==> src/design/frame_rx_pkg.sv <==
// Constants shared by the serial control frame receiver
package frame_rx_pkg;

  // Timing
  localparam int CLK_PERIOD_NS = 8;
  localparam int EDGE_PULSE_NS = 6000;
  localparam int EDGE_PULSE_CYCLES = (EDGE_PULSE_NS / CLK_PERIOD_NS < 1) ? 1 : EDGE_PULSE_NS / CLK_PERIOD_NS;

  // Frame layout
  localparam logic [5:0] FRAME_BITS = 6'h28;
  localparam logic [4:0] FIVE_ONES = 5'h1F;
  localparam logic [7:0] REPLY_SYNC = 8'h3E;
  localparam logic [1:0] TXRX_TRANSMIT = 2'h1;
  localparam logic [1:0] TXRX_RECEIVE = 2'h2;
  localparam logic [1:0] TXRX_INVALID = 2'h3;
  localparam int CHECK46_POS = 6;
  localparam int CHECK47_POS = 7;
  localparam int INHIBIT_POS = 0;
  localparam int RETMON_POS = 1;
  localparam int WORD_ID_LSB = 2;
  localparam int WORD_ID_W = 4;
  localparam logic [3:0] WORD_ZERO = 4'h0;
  localparam logic [3:0] WORD_ONE = 4'h1;
  localparam logic [1:0] FAIL_LIMIT = 2'h3;

  // Register map
  localparam logic [7:0] REG_CTRL = 8'h00;
  localparam logic [7:0] REG_STATUS = 8'h04;
  localparam logic [7:0] REG_WORD_LO = 8'h08;
  localparam logic [7:0] REG_WORD_HI = 8'h0C;
  localparam logic [7:0] REG_FRAMES = 8'h10;
  localparam logic CTRL_RX_ENABLE_RST = 1'h1;
  localparam logic [1:0] RESP_OKAY = 2'h0;
  localparam logic [1:0] RESP_SLVERR = 2'h2;

endpackage : frame_rx_pkg

==> src/design/serial_control_frame_receiver.sv <==
// Serial control frame receiver with sync detect, framing, enable and monitor pulses
//
// Implementation choices: the AXI4-Lite interface to the registers and the register offsets.
`timescale 1ns/1ps
module serial_control_frame_receiver
  import frame_rx_pkg::*;
(
  // Clock and reset
  input wire logic aclk,
  input wire logic aresetn,
  // Link pins
  input wire logic link_clk_pin,
  input wire logic link_data_pin,
  input wire logic power_fail_pin,
  input wire logic single_freq_select_n_pin,
  // Receiver outputs
  output logic transmit_keying_n,
  output logic enable_pulse,
  output logic monitor_load,
  output logic eof_pulse,
  output logic freq_serial_entry,
  output logic frame_error,
  output logic reply_sync_data,
  output logic rise_pulse_n,
  output logic fall_pulse,
  // AXI4-Lite write address
  input wire logic [7:0] s_axi_awaddr,
  input wire logic s_axi_awvalid,
  output logic s_axi_awready,
  // AXI4-Lite write data
  input wire logic [31:0] s_axi_wdata,
  input wire logic [3:0] s_axi_wstrb,
  input wire logic s_axi_wvalid,
  output logic s_axi_wready,
  // AXI4-Lite write response
  output logic [1:0] s_axi_bresp,
  output logic s_axi_bvalid,
  input wire logic s_axi_bready,
  // AXI4-Lite read address
  input wire logic [7:0] s_axi_araddr,
  input wire logic s_axi_arvalid,
  output logic s_axi_arready,
  // AXI4-Lite read data
  output logic [31:0] s_axi_rdata,
  output logic [1:0] s_axi_rresp,
  output logic s_axi_rvalid,
  input wire logic s_axi_rready
);

  logic [3:0] pin_s;
  logic clk_s, data_s, pfail_s, sel_n_s;
  logic link_clk_prev_q;
  logic link_rise, link_fall;
  logic shifted_q;
  logic [7:0] sync_shift_register;
  logic [39:0] word_input_register;
  logic [39:0] prev_word_q;
  logic framing_flip_flop;
  logic [5:0] bit_cnt_q;
  logic input_clock_gate;
  logic [1:0] txrx;
  logic [1:0] last_txrx_q;
  logic txrx_compare_gate;
  logic sync_valid, five_ones_seen, eof_now;
  logic [3:0] word_identifier;
  logic cmp_ok, control_inhibit_bit, return_monitor_bit, sff_bypass, enable_now, monload_now;
  logic [1:0] fail_cnt_q;
  logic [7:0] reply_sync_generator;
  logic rise_busy, fall_busy;
  logic rx_enable_q;
  logic [15:0] frames_q;

  // Pin synchronisers and link edge detect
  sync_2ff #(.W(4)) u_pin_sync (
    .aclk(aclk),
    .aresetn(aresetn),
    .d({single_freq_select_n_pin, power_fail_pin, link_data_pin, link_clk_pin}),
    .q(pin_s)
  );

  assign clk_s = pin_s[0];
  assign data_s = pin_s[1];
  assign pfail_s = pin_s[2];
  assign sel_n_s = pin_s[3];

  always_ff @(posedge aclk) begin
    if (!aresetn) begin
      link_clk_prev_q <= 1'b0;
      shifted_q <= 1'b0;
    end else begin
      link_clk_prev_q <= clk_s;
      shifted_q <= link_fall;
    end
  end

  assign link_rise = clk_s & ~link_clk_prev_q;
  assign link_fall = ~clk_s & link_clk_prev_q;

  // Edge pulse generators
  edge_pulse_gen #(.LEN(EDGE_PULSE_CYCLES)) edge_pulse_flop_a (
    .aclk(aclk),
    .aresetn(aresetn),
    .trig(link_rise),
    .busy(rise_busy)
  );

  edge_pulse_gen #(.LEN(EDGE_PULSE_CYCLES)) edge_pulse_flop_b (
    .aclk(aclk),
    .aresetn(aresetn),
    .trig(link_fall),
    .busy(fall_busy)
  );

  assign rise_pulse_n = ~rise_busy;
  assign fall_pulse = fall_busy;

  // Sync register shifts on every link fall
  always_ff @(posedge aclk) begin
    if (!aresetn) begin
      sync_shift_register <= '0;
    end else if (link_fall) begin
      sync_shift_register <= {data_s, sync_shift_register[7:1]};
    end
  end

  assign txrx = {sync_shift_register[7], sync_shift_register[6]};
  assign sync_valid = shifted_q & rx_enable_q & ~framing_flip_flop & ~sync_shift_register[0] &
                      (sync_shift_register[5:1] == FIVE_ONES) & (txrx != TXRX_INVALID);
  assign five_ones_seen = shifted_q & framing_flip_flop & (sync_shift_register[7:3] == FIVE_ONES);
  assign eof_now = shifted_q & framing_flip_flop & (bit_cnt_q == FRAME_BITS);

  // Framing and bit counter
  always_ff @(posedge aclk) begin
    if (!aresetn) begin
      framing_flip_flop <= 1'b0;
    end else if (pfail_s || eof_now || five_ones_seen) begin
      framing_flip_flop <= 1'b0;
    end else if (sync_valid) begin
      framing_flip_flop <= 1'b1;
    end
  end

  assign input_clock_gate = framing_flip_flop & link_fall & (bit_cnt_q != FRAME_BITS);

  always_ff @(posedge aclk) begin
    if (!aresetn) begin
      bit_cnt_q <= '0;
    end else if (sync_valid) begin
      bit_cnt_q <= '0;
    end else if (input_clock_gate) begin
      bit_cnt_q <= bit_cnt_q + 6'h01;
    end
  end

  always_ff @(posedge aclk) begin
    if (!aresetn) begin
      word_input_register <= '0;
    end else if (input_clock_gate) begin
      word_input_register <= {data_s, word_input_register[39:1]};
    end
  end

  // Comparator reference snapshot at each valid sync
  always_ff @(posedge aclk) begin
    if (!aresetn) begin
      prev_word_q <= '0;
    end else if (sync_valid) begin
      prev_word_q <= word_input_register;
    end
  end

  // Mute from matching transmit/receive pairs
  assign txrx_compare_gate = sync_valid & (txrx == last_txrx_q);

  always_ff @(posedge aclk) begin
    if (!aresetn) begin
      last_txrx_q <= '0;
      transmit_keying_n <= 1'b1;
    end else if (sync_valid) begin
      last_txrx_q <= txrx;
      if (txrx_compare_gate && txrx == TXRX_TRANSMIT) begin
        transmit_keying_n <= 1'b0;
      end else if (txrx_compare_gate && txrx == TXRX_RECEIVE) begin
        transmit_keying_n <= 1'b1;
      end
    end
  end

  // End-of-frame decisions
  assign word_identifier = word_input_register[WORD_ID_LSB +: WORD_ID_W];
  assign control_inhibit_bit = word_input_register[INHIBIT_POS];
  assign return_monitor_bit = word_input_register[RETMON_POS];
  assign cmp_ok = (word_input_register == prev_word_q);
  assign sff_bypass = ~sel_n_s & (word_identifier == WORD_ONE) & ~sync_shift_register[CHECK46_POS] &
                      sync_shift_register[CHECK47_POS];
  assign enable_now = cmp_ok | control_inhibit_bit | sff_bypass;
  assign monload_now = (word_identifier == WORD_ZERO) | ~enable_now | return_monitor_bit;

  always_ff @(posedge aclk) begin
    if (!aresetn) begin
      eof_pulse <= 1'b0;
      enable_pulse <= 1'b0;
      monitor_load <= 1'b0;
    end else begin
      eof_pulse <= eof_now;
      enable_pulse <= eof_now & enable_now;
      monitor_load <= eof_now & monload_now;
    end
  end

  always_ff @(posedge aclk) begin
    if (!aresetn) begin
      freq_serial_entry <= 1'b0;
    end else if (eof_now && word_identifier == WORD_ONE) begin
      freq_serial_entry <= return_monitor_bit;
    end
  end

  // Consecutive comparison failures
  always_ff @(posedge aclk) begin
    if (!aresetn) begin
      fail_cnt_q <= '0;
    end else if (eof_now) begin
      if (cmp_ok) begin
        fail_cnt_q <= '0;
      end else if (fail_cnt_q != FAIL_LIMIT) begin
        fail_cnt_q <= fail_cnt_q + 2'h1;
      end
    end
  end

  assign frame_error = (fail_cnt_q == FAIL_LIMIT);

  // Reply sync generator
  always_ff @(posedge aclk) begin
    if (!aresetn) begin
      reply_sync_generator <= '0;
    end else if (eof_now) begin
      reply_sync_generator <= REPLY_SYNC;
    end else if (link_rise) begin
      reply_sync_generator <= {1'b0, reply_sync_generator[7:1]};
    end
  end

  assign reply_sync_data = reply_sync_generator[0];

  always_ff @(posedge aclk) begin
    if (!aresetn) begin
      frames_q <= '0;
    end else if (eof_now) begin
      frames_q <= frames_q + 16'h0001;
    end
  end

  // AXI4-Lite slave
  logic aw_held_q, w_held_q;
  logic [7:0] awaddr_q;
  logic [31:0] wdata_q;
  logic [3:0] wstrb_q;

  assign s_axi_awready = ~aw_held_q & ~s_axi_bvalid;
  assign s_axi_wready = ~w_held_q & ~s_axi_bvalid;
  assign s_axi_arready = ~s_axi_rvalid;

  always_ff @(posedge aclk) begin
    if (!aresetn) begin
      aw_held_q <= 1'b0;
      w_held_q <= 1'b0;
      awaddr_q <= '0;
      wdata_q <= '0;
      wstrb_q <= '0;
      s_axi_bvalid <= 1'b0;
      s_axi_bresp <= RESP_OKAY;
      rx_enable_q <= CTRL_RX_ENABLE_RST;
    end else begin
      if (s_axi_awvalid && s_axi_awready) begin
        aw_held_q <= 1'b1;
        awaddr_q <= s_axi_awaddr;
      end
      if (s_axi_wvalid && s_axi_wready) begin
        w_held_q <= 1'b1;
        wdata_q <= s_axi_wdata;
        wstrb_q <= s_axi_wstrb;
      end
      if (aw_held_q && w_held_q && !s_axi_bvalid) begin
        aw_held_q <= 1'b0;
        w_held_q <= 1'b0;
        s_axi_bvalid <= 1'b1;
        s_axi_bresp <= RESP_OKAY;
        case (awaddr_q)
          REG_CTRL: begin
            if (wstrb_q[0]) begin
              rx_enable_q <= wdata_q[0];
            end
          end
          REG_STATUS, REG_WORD_LO, REG_WORD_HI, REG_FRAMES: begin
          end
          default: begin
            s_axi_bresp <= RESP_SLVERR;
          end
        endcase
      end else if (s_axi_bvalid && s_axi_bready) begin
        s_axi_bvalid <= 1'b0;
      end
    end
  end

  always_ff @(posedge aclk) begin
    if (!aresetn) begin
      s_axi_rvalid <= 1'b0;
      s_axi_rdata <= '0;
      s_axi_rresp <= RESP_OKAY;
    end else if (s_axi_arvalid && s_axi_arready) begin
      s_axi_rvalid <= 1'b1;
      s_axi_rresp <= RESP_OKAY;
      case (s_axi_araddr)
        REG_CTRL: s_axi_rdata <= {31'h0, rx_enable_q};
        REG_STATUS: s_axi_rdata <= {16'h0, sync_shift_register, 4'h0, freq_serial_entry, frame_error,
                                    transmit_keying_n, framing_flip_flop};
        REG_WORD_LO: s_axi_rdata <= word_input_register[31:0];
        REG_WORD_HI: s_axi_rdata <= {24'h0, word_input_register[39:32]};
        REG_FRAMES: s_axi_rdata <= {16'h0, frames_q};
        default: begin
          s_axi_rdata <= '0;
          s_axi_rresp <= RESP_SLVERR;
        end
      endcase
    end else if (s_axi_rvalid && s_axi_rready) begin
      s_axi_rvalid <= 1'b0;
    end
  end
endmodule : serial_control_frame_receiver

==> src/design/sync_2ff.sv <==
// Two-stage synchroniser for pin-level inputs
`timescale 1ns/1ps
module sync_2ff #(
  parameter int W = 1
) (
  // Clock and reset
  input wire logic aclk,
  input wire logic aresetn,
  // Data
  input wire logic [W-1:0] d,
  output logic [W-1:0] q
);

  logic [W-1:0] meta_q;

  always_ff @(posedge aclk) begin
    if (!aresetn) begin
      meta_q <= '0;
      q <= '0;
    end else begin
      meta_q <= d;
      q <= meta_q;
    end
  end

endmodule : sync_2ff

==> src/design/edge_pulse_gen.sv <==
// Fixed-width pulse started by a one-cycle trigger
`timescale 1ns/1ps
module edge_pulse_gen #(
  parameter int LEN = 750
) (
  // Clock and reset
  input wire logic aclk,
  input wire logic aresetn,
  // Trigger and pulse
  input wire logic trig,
  output logic busy
);

  localparam int CW = $clog2(LEN + 1);

  logic [CW-1:0] cnt_q;

  always_ff @(posedge aclk) begin
    if (!aresetn) begin
      cnt_q <= '0;
    end else if (trig) begin
      cnt_q <= CW'(LEN);
    end else if (cnt_q != '0) begin
      cnt_q <= cnt_q - CW'(1);
    end
  end

  assign busy = (cnt_q != '0);

endmodule : edge_pulse_gen

==> config.mk <==
export PLATFORM = sky130hd
export DESIGN_NAME = serial_control_frame_receiver
export DESIGN_NICKNAME = d
export VERILOG_FILES = /design/src/design/frame_rx_pkg.sv /design/src/design/serial_control_frame_receiver.sv /design/src/design/sync_2ff.sv /design/src/design/edge_pulse_gen.sv
export SDC_FILE = /design/constraint.sdc
export NUM_CORES = 1
export LEC_CHECK = 0
export ABC_AREA = 1
export ABC_CLOCK_PERIOD_IN_PS = 1500
export BUFFER_PORTS_ARGS = -buffer_cell sky130_fd_sc_hd__buf_2
export CAP_MARGIN = 0
export CORE_UTILIZATION = 35
export CTS_BUF_LIST = sky130_fd_sc_hd__clkbuf_4
export DETAILED_ROUTE_END_ITERATION = 10
export SETUP_SLACK_MARGIN = 0.15
export SYNTH_ARGS = -nofsm -noshare
export SYNTH_HDL_FRONTEND = slang
export SYNTH_HIERARCHICAL = 1
export SYNTH_SLANG_ARGS = --single-unit
==> constraint.sdc <==
create_clock -name aclk -period 1.5 [get_ports aclk]
set_input_delay 0.3 -clock aclk [delete_from_list [all_inputs] [get_ports aclk]]
set_output_delay 0.3 -clock aclk [all_outputs]
set_load 0.01 [all_outputs]
==> flow_metrics.tcl, run 1 <==
set metrics [dict create \
    status "finished with violations" \
    violations "negative setup slack" \
    yosys_warnings 6 \
    dr.first_iter.drc_count 704 \
    rsz0062_at_grt "yes" \
    whs_endpoint "awaddr_q[0]" \
    synth_edf_count 0 \
    detail-route-antenna-nets 0 \
    core_area_um2 24600 \
    drc_errors 0 \
    maxCapViolations 0 \
    max_freq_ghz 0.5250 \
    diodes 0 \
    syn2layout_area_growth_pct 61.17 \
    wire_per_inst_um 16.37 \
    final_core_util_pct 58.20 \
    synthDistinctLibCells 48 \
    regToRegStartpoint "prev_word_q[4]" \
    drive_gt1_share_pct 46.02 \
    routabilityCongestion 0.8686 \
    cts_buffer_depth 3 \
    finalClockSkew_ns 0.07360 \
    syn_inst 1173 \
    period_share_pct 127.0 \
    synth_top_area_share_pct 46.19 \
    viasPerCell 5.050 \
    grt_pass1_wl_um 45530 \
    start_util_pct 36.11 \
    ys_seq_elements 205 \
    hold_viol 0 \
    antenna_found_initial 0 \
    first_global_vias 9146 \
    overflow 0 \
    via_count 9383 \
    cellLeakagePower_uw 0.006075 \
    die-area_um2 26030 \
    pwr_density_cell_nw_per_um2 1027 \
    cts.reportedPaths.clkPinSlew_ns 0.06 \
    cts_buffers 57 \
    final_max_slew_viol_count 0 \
    fin_crit_ns 1.905 \
    ff2ff_setup_slack_ns -0.20 \
    synth-seq-area-share_pct 46.19 \
    num_rows 57 \
    cts_tree "done" \
    cp_slowest_cell "dfxtp_2" \
    track_usage_pct 21.79 \
    worstHoldStart "s_axi_awvalid" \
    r2r_end "fail_cnt_q[1]" \
    htree_levels 2 \
    port-buffer-count 76 \
    cts-root-buf "clkbuf_4" \
    cp_cell_sequence "inv_2, ha_4, nand2_4, nor2_4, nand2_4, inv_2, buf_6" \
    grt_max_degree 52 \
    finalSetupViolations 66 \
    syn_area_per_cell_um2 7.574 \
    yosys.area.top_type "dfxtp_1" \
    async_flop_share_pct 0 \
    die_x_um 161.3 \
    ir_worst_vdd_mv 0.6361 \
    pin_count 113 \
    setup_tns_ns -3.155 \
    hold_class "in -> reg" \
    wirelength_um 30420 \
    worstHoldPathCells 3 \
    synth_ff_type "dfxtp_1" \
    dp_hpwl_um 15840 \
    slowest_delay_ns 0.33 \
    critPathRequiredTime_ns 1.20 \
    crit_path_start "edge_pulse_flop_a/cnt_q[1]" \
    synth_area_leaders "dfxtp_1 (46%), nand2_1 (8.9%), a21oi_1 (8.8%), o21ai_0 (8.2%), inv_1 (6.3%)" \
    start_kind "flop" \
    syn-cell-area_um2 8885 \
    critical_path_arrival_ns 1.60 \
    reg2reg_depth 10 \
    crit_type "reg -> out" \
    dr.pass1.iters 7 \
    fp.dieH_um 161.3 \
    fin_ws_ns -0.4049 \
    critPathMaxFanout 3 \
    worstSkewPairLatency_ns 0.70 \
    critPathCaptureType "output port" \
    layout.nets 1566 \
    clock-sinks 205 \
]
layout make-up:
cell class / count / area, µm²
clock buffers: 77 / 578.1
repair buffers: 314 / 3415
inverters: 154 / 609.3
clock inverters: 19 / 103.9
flip-flops and latches: 205 / 4217
well taps: 324 / 405.4
multi-input cells: 765 / 4992
fillers: 2029 / 10280
worst max-delay path: cells and delay by family, from the launching register on:
kind | cells | cell delay, ns
DFF | 1 | 0.33
and+or+nand+nor | 3 | 0.25
buffers and inverters | 3 | 0.21
adders and majority gates | 1 | 0.15
synth_stat cells (5+ instances only):
| master | count |
|---|---|
| a21oi_1 | 156 |
| ha_1 | 6 |
| nor2_2 | 9 |
| o22ai_1 | 9 |
| buf_2 | 14 |
| o221ai_1 | 7 |
| nand3_1 | 36 |
| xor2_1 | 9 |
| xnor2_1 | 25 |
| and3_1 | 5 |
| clkbuf_1 | 25 |
| inv_1 | 149 |
| buf_4 | 5 |
| nor3_1 | 8 |
| nand2_2 | 10 |
| o21ai_0 | 146 |
| nor2_4 | 6 |
| dfxtp_1 | 205 |
| nand4_1 | 9 |
| nor2_1 | 73 |
| nand2_1 | 211 |
flip-flops by register name, indices dropped and copies added, names as in the netlist, 8 cells and up:
| name | flops |
|---|---|
| s_axi_rdata | 32 |
| sync_shift_register | 8 |
| prev_word_q | 40 |
| awaddr_q | 8 |
| word_input_register | 40 |
| edge_pulse_flop_a/cnt_q | 10 |
| frames_q | 16 |
| edge_pulse_flop_b/cnt_q | 10 |
per-stage QoR:
| stage | cells | worst slack (ns) | hold slack (ns) | power, µW | instance area [µm²] |
|---|---|---|---|---|---|
| after detailed placement | 1636 | -0.1667 | 0.4040 | 8570 | 10450 |
| after CTS | 1824 | -0.4184 | 0.08147 | 14280 | 13340 |
| final | 1858 | -0.4049 | 0.1378 | 14700 | 14320 |
| after global placement | 1636 | -0.1272 | 0.3948 | 8514 | 10450 |
| after global routing | 1858 | -0.4815 | 0.1313 | 15540 | 14320 |
| after floorplan | 1174 | 0.05096 | 0.3802 | 7891 | 8919 |
worst max-delay path by stage:
stage / to / slack [ns] / depth (start not counted)
final: rise_pulse_n / -0.40 / 7
after global routing: rise_pulse_n / -0.48 / 6
after CTS: rise_pulse_n / -0.42 / 7
after detailed placement: s_axi_rdata[11] / -0.17 / 10
after global placement: s_axi_rdata[3] / -0.13 / 8
after floorplan: frames_q[11] / 0.05 / 10
cell families (layout without fill, tap and decap cells):
group,Yosys count,count (layout),share of synthesized area (%)
XOR/XNOR,34,34,3.352
AND/OR/NAND/NOR,387,388,20.31
flip-flops,205,205,46.19
AO/OA/AOI/OAI,335,335,19.84
buffers and inverters,205,564,9.421
adder cells (fa/ha/maj),6,6,0.8449
other,1,2,0.04221
what timing repair did:
item,CTS,global route
pin swaps,68,71
hold buffers,18,0
endpoints found under the setup margin,171,210
hold endpoints to repair,19,0
buffers inserted,55,29
resized for setup,343,187
cloned,19,5
report_power, final:
group | internal [µW] | switching, µW | total, µW
logic | 1750 | 1930 | 3680
registers | 5800 | 272 | 6070
clock network | 2530 | 2420 | 4950
total | 10100 | 4620 | 14700
metal layers:
layer  wire (µm)  GRT usage, %  up-vias
li1            -             -     4518
met5           0             0        -
met4         983         9.434        0
met2       14900         36.85      349
met1       12510         26.47     4429
met3        2030         4.879       87
placed cells by master, fill, tap and decap left out, types with 29 or more instances in the layout:
master,synthesis,layout
nor2_1,73,56
a21oi_1,156,83
inv_1,149,128
clkbuf_4,0,77
a21oi_2,0,67
o21ai_1,3,37
buf_4,5,137
buf_2,14,29
dfxtp_1,205,125
o21ai_0,146,72
nand2_1,211,189
o21ai_2,0,37
buf_6,4,77
dfxtp_2,0,75
Note: power is estimated with default switching activity, not from simulation.
==> run 2, diff against run 1 <==
--- a/config.mk
+++ b/config.mk
@@ -6,7 +6,6 @@
 export NUM_CORES = 1
 export LEC_CHECK = 0
 export ABC_AREA = 1
-export ABC_CLOCK_PERIOD_IN_PS = 1500
 export BUFFER_PORTS_ARGS = -buffer_cell sky130_fd_sc_hd__buf_2
 export CAP_MARGIN = 0
 export CORE_UTILIZATION = 35
@@ -15,5 +14,4 @@
 export SETUP_SLACK_MARGIN = 0.15
 export SYNTH_ARGS = -nofsm -noshare
 export SYNTH_HDL_FRONTEND = slang
-export SYNTH_HIERARCHICAL = 1
 export SYNTH_SLANG_ARGS = --single-unit
==> run 2 against run 1 <==
Effect of this change: the run still ends with negative setup slack left; combinational power grew 1%; maximum frequency down 5.4%; cell area is 0.58% lower; clock power increased by 4.2%; flip-flop and latch count unchanged; clock skew down 0.041 ns; power up 1.7%; routed wire length decreased by 0.81%; critical endpoint is now fall_pulse; largest power group unchanged.
==> flow_metrics.tcl, run 2 <==
set metrics [dict create \
    synth_top_area_share_pct 46.41 \
    critPathRequiredTime_ns 1.20 \
    viasPerCell 4.996 \
    synth-seq-area-share_pct 46.41 \
    layout.nets 1529 \
    cts_buffers 56 \
    routabilityCongestion 0.8570 \
    dr.pass1.iters 5 \
    htree_levels 2 \
    hold_viol 0 \
    antenna_found_initial 1 \
    dpl-instance-area_um2 10410 \
    critical_path_arrival_ns 1.71 \
    syn-cell-area_um2 8842 \
    rsz0062_at_grt "yes" \
    syn_inst 1163 \
    wirelength_um 30170 \
    ys_seq_elements 205 \
    yosys_warnings 0 \
    ir_worst_vdd_mv 0.6962 \
    cts-root-buf "clkbuf_4" \
    dp_hpwl_um 16250 \
    track_usage_pct 21.21 \
    final_cells 1826 \
    crit_type "reg -> out" \
    first_global_vias 8580 \
    mostFrequentLayoutCell "nand2_1" \
    violations "negative setup slack" \
    via_count 9123 \
    reg_top3 "prev_word_q x40, word_input_register x40, s_axi_rdata x32" \
    synth_ff_type "dfxtp_1" \
    start_util_pct 36.04 \
    critPathCaptureType "output port" \
    drive_gt1_share_pct 48.90 \
    hold_class "in -> reg" \
    r2r_end "edge_pulse_flop_b.cnt_q[1]" \
    worstHoldStart "aresetn" \
    cts_buffer_depth 3 \
    clock-sinks 205 \
    async_flop_share_pct 0 \
    period_share_pct 134.3 \
    pin_count 113 \
    pwr_density_cell_nw_per_um2 1050 \
    grt_pass1_wl_um 43980 \
    regToRegStartpoint "edge_pulse_flop_b.cnt_q[6]" \
    start_kind "flop" \
    reg2reg_depth 13 \
    yosys.area.top_type "dfxtp_1" \
    syn2layout_area_growth_pct 61.02 \
    critPathMaxFanout 2 \
    die-area_um2 25900 \
    synth_area_leaders "dfxtp_1 (46%), a21oi_1 (8.5%), o21ai_0 (8.3%), nand2_1 (8.2%), inv_1 (6.3%)" \
    dp.cells 1627 \
    max_freq_ghz 0.4965 \
    slew_headroom_pct 58.42 \
    yosysMostFrequentCell "dfxtp_1" \
    dr.first_iter.drc_count 552 \
    final_max_slew_viol_count 0 \
    syn_area_per_cell_um2 7.603 \
    synthDistinctLibCells 47 \
    overflow 0 \
    status "finished with violations" \
    core_area_um2 24530 \
    finalSetupViolations 50 \
    final_area_um2 14240 \
    cts_tree "done" \
    num_rows 57 \
    worst_pin_slew_ns 0.6238 \
    detail-route-antenna-nets 0 \
    worstHoldPathCells 4 \
    port-buffer-count 76 \
    whs_endpoint "edge_pulse_flop_a.cnt_q[9]" \
    ff2ff_setup_slack_ns -0.18 \
    synth_edf_count 0 \
    final_cell_mix "nand2_1 (171), inv_1 (128), dfxtp_1 (125), buf_4 (125), a21oi_1 (90)" \
    maxCapViolations 0 \
    ys_top_cells_by_count "dfxtp_1 (205), nand2_1 (193), a21oi_1 (150), inv_1 (148), o21ai_0 (146)" \
    fin_crit_ns 2.014 \
    cellLeakagePower_uw 0.005843 \
    place_ws_ns -0.1225 \
    fp.dieH_um 160.9 \
    worstSkewPairLatency_ns 0.70 \
    finalClockSkew_ns 0.03273 \
    totalPowerFinal_uw 14950 \
    grt_max_degree 93 \
    die_x_um 160.9 \
    wire_per_inst_um 16.52 \
    fin_ws_ns -0.5139 \
    drc_errors 0 \
    cts.reportedPaths.clkPinSlew_ns 0.07 \
]
-- run 2: cell count changes in the layout (fill, tap and decap cells not counted), sizes merged, moves of 5 or more --
| cell | delta |
|---|---|
| and3 | -5 |
| buf | -27 |
| a21oi | -6 |
| clkbuf | +12 |
| inv | +10 |
| o22ai | +5 |
| nand2 | -22 |
| nand3 | -11 |
| clkinv | -7 |
| nor2 | +9 |
-- run 2: kinds of logic after synthesis --
family | share of synthesized area [%]
buf+inv | 9.849
xor+xnor | 3.255
simple gates | 19.02
other cells | 0.04241
fa+ha+maj | 0.8490
compound gates | 20.57
flops | 46.41
-- run 2: cell type report --
class	count	area, µm²
inverter	163	660.6
timing repair buffer	289	3088
sequential	205	4217
clock buffer	86	645.6
antenna	1	2.502
fill	2082	10300
multi-input combinational	745	5140
clock inverter	13	78.83
tap	324	405.4
-- run 2: worst max-delay path: stages (launching register included) --
cell     delay, ns
dfxtp_2       0.34
inv_2         0.06
nand2_4       0.06
nor2_4        0.10
nand2_2       0.08
nor3_4        0.23
inv_4         0.06
buf_6         0.12
-- run 2: how the worst max path moves through the flow --
stage,from,end,cells past startpoint
floorplan,edge_pulse_flop_a.cnt_q[0],edge_pulse_flop_a.cnt_q[6],10
global placement,s_axi_araddr[7],s_axi_rdata[9],8
detailed placement,s_axi_araddr[7],s_axi_rdata[15],8
CTS,edge_pulse_flop_b.cnt_q[1],fall_pulse,6
global route,edge_pulse_flop_a.cnt_q[5],rise_pulse_n,6
finish,edge_pulse_flop_b.cnt_q[6],fall_pulse,7
-- run 2: per-layer routing --
metal	up-vias	track usage [%]	share of wire, %
li1	4457	-	-
met1	4304	27.92	43
met2	286	33.60	48
met3	76	4.907	6.1
met4	0	8.105	3.1
met5	-	0	0
-- run 2: repair_timing --
item | 4_1_cts | 5_1_grt
endpoints found under the setup margin | 176 | 218
buffers inserted | 41 | 18
gates resized for setup | 391 | 199
cloned | 14 | 9
pin swaps | 72 | 71
hold endpoints to repair | 17 | 0
hold buffers | 17 | 0
-- run 2: through the flow --
stage / hold slack (ns) / utilization (%) / setup TNS (ns)
after floorplan: 0.3905 / - / 0
after global placement: 0.3950 / 42.44 / -1.249
after detailed placement: 0.4010 / 42.44 / -1.570
after CTS: 0.03391 / 53.48 / -2.618
after global routing: 0.1000 / 58.03 / -8.731
final: 0.1312 / 58.03 / -3.868
-- run 2: power breakdown --
part	leakage (µW)	internal, µW	switching, µW	total, µW
Combinational	0.00371	1830	1890	3720
Sequential	0.00170	5780	288	6070
Clock	0.000430	2760	2400	5160
Total	0.00584	10400	4580	14900
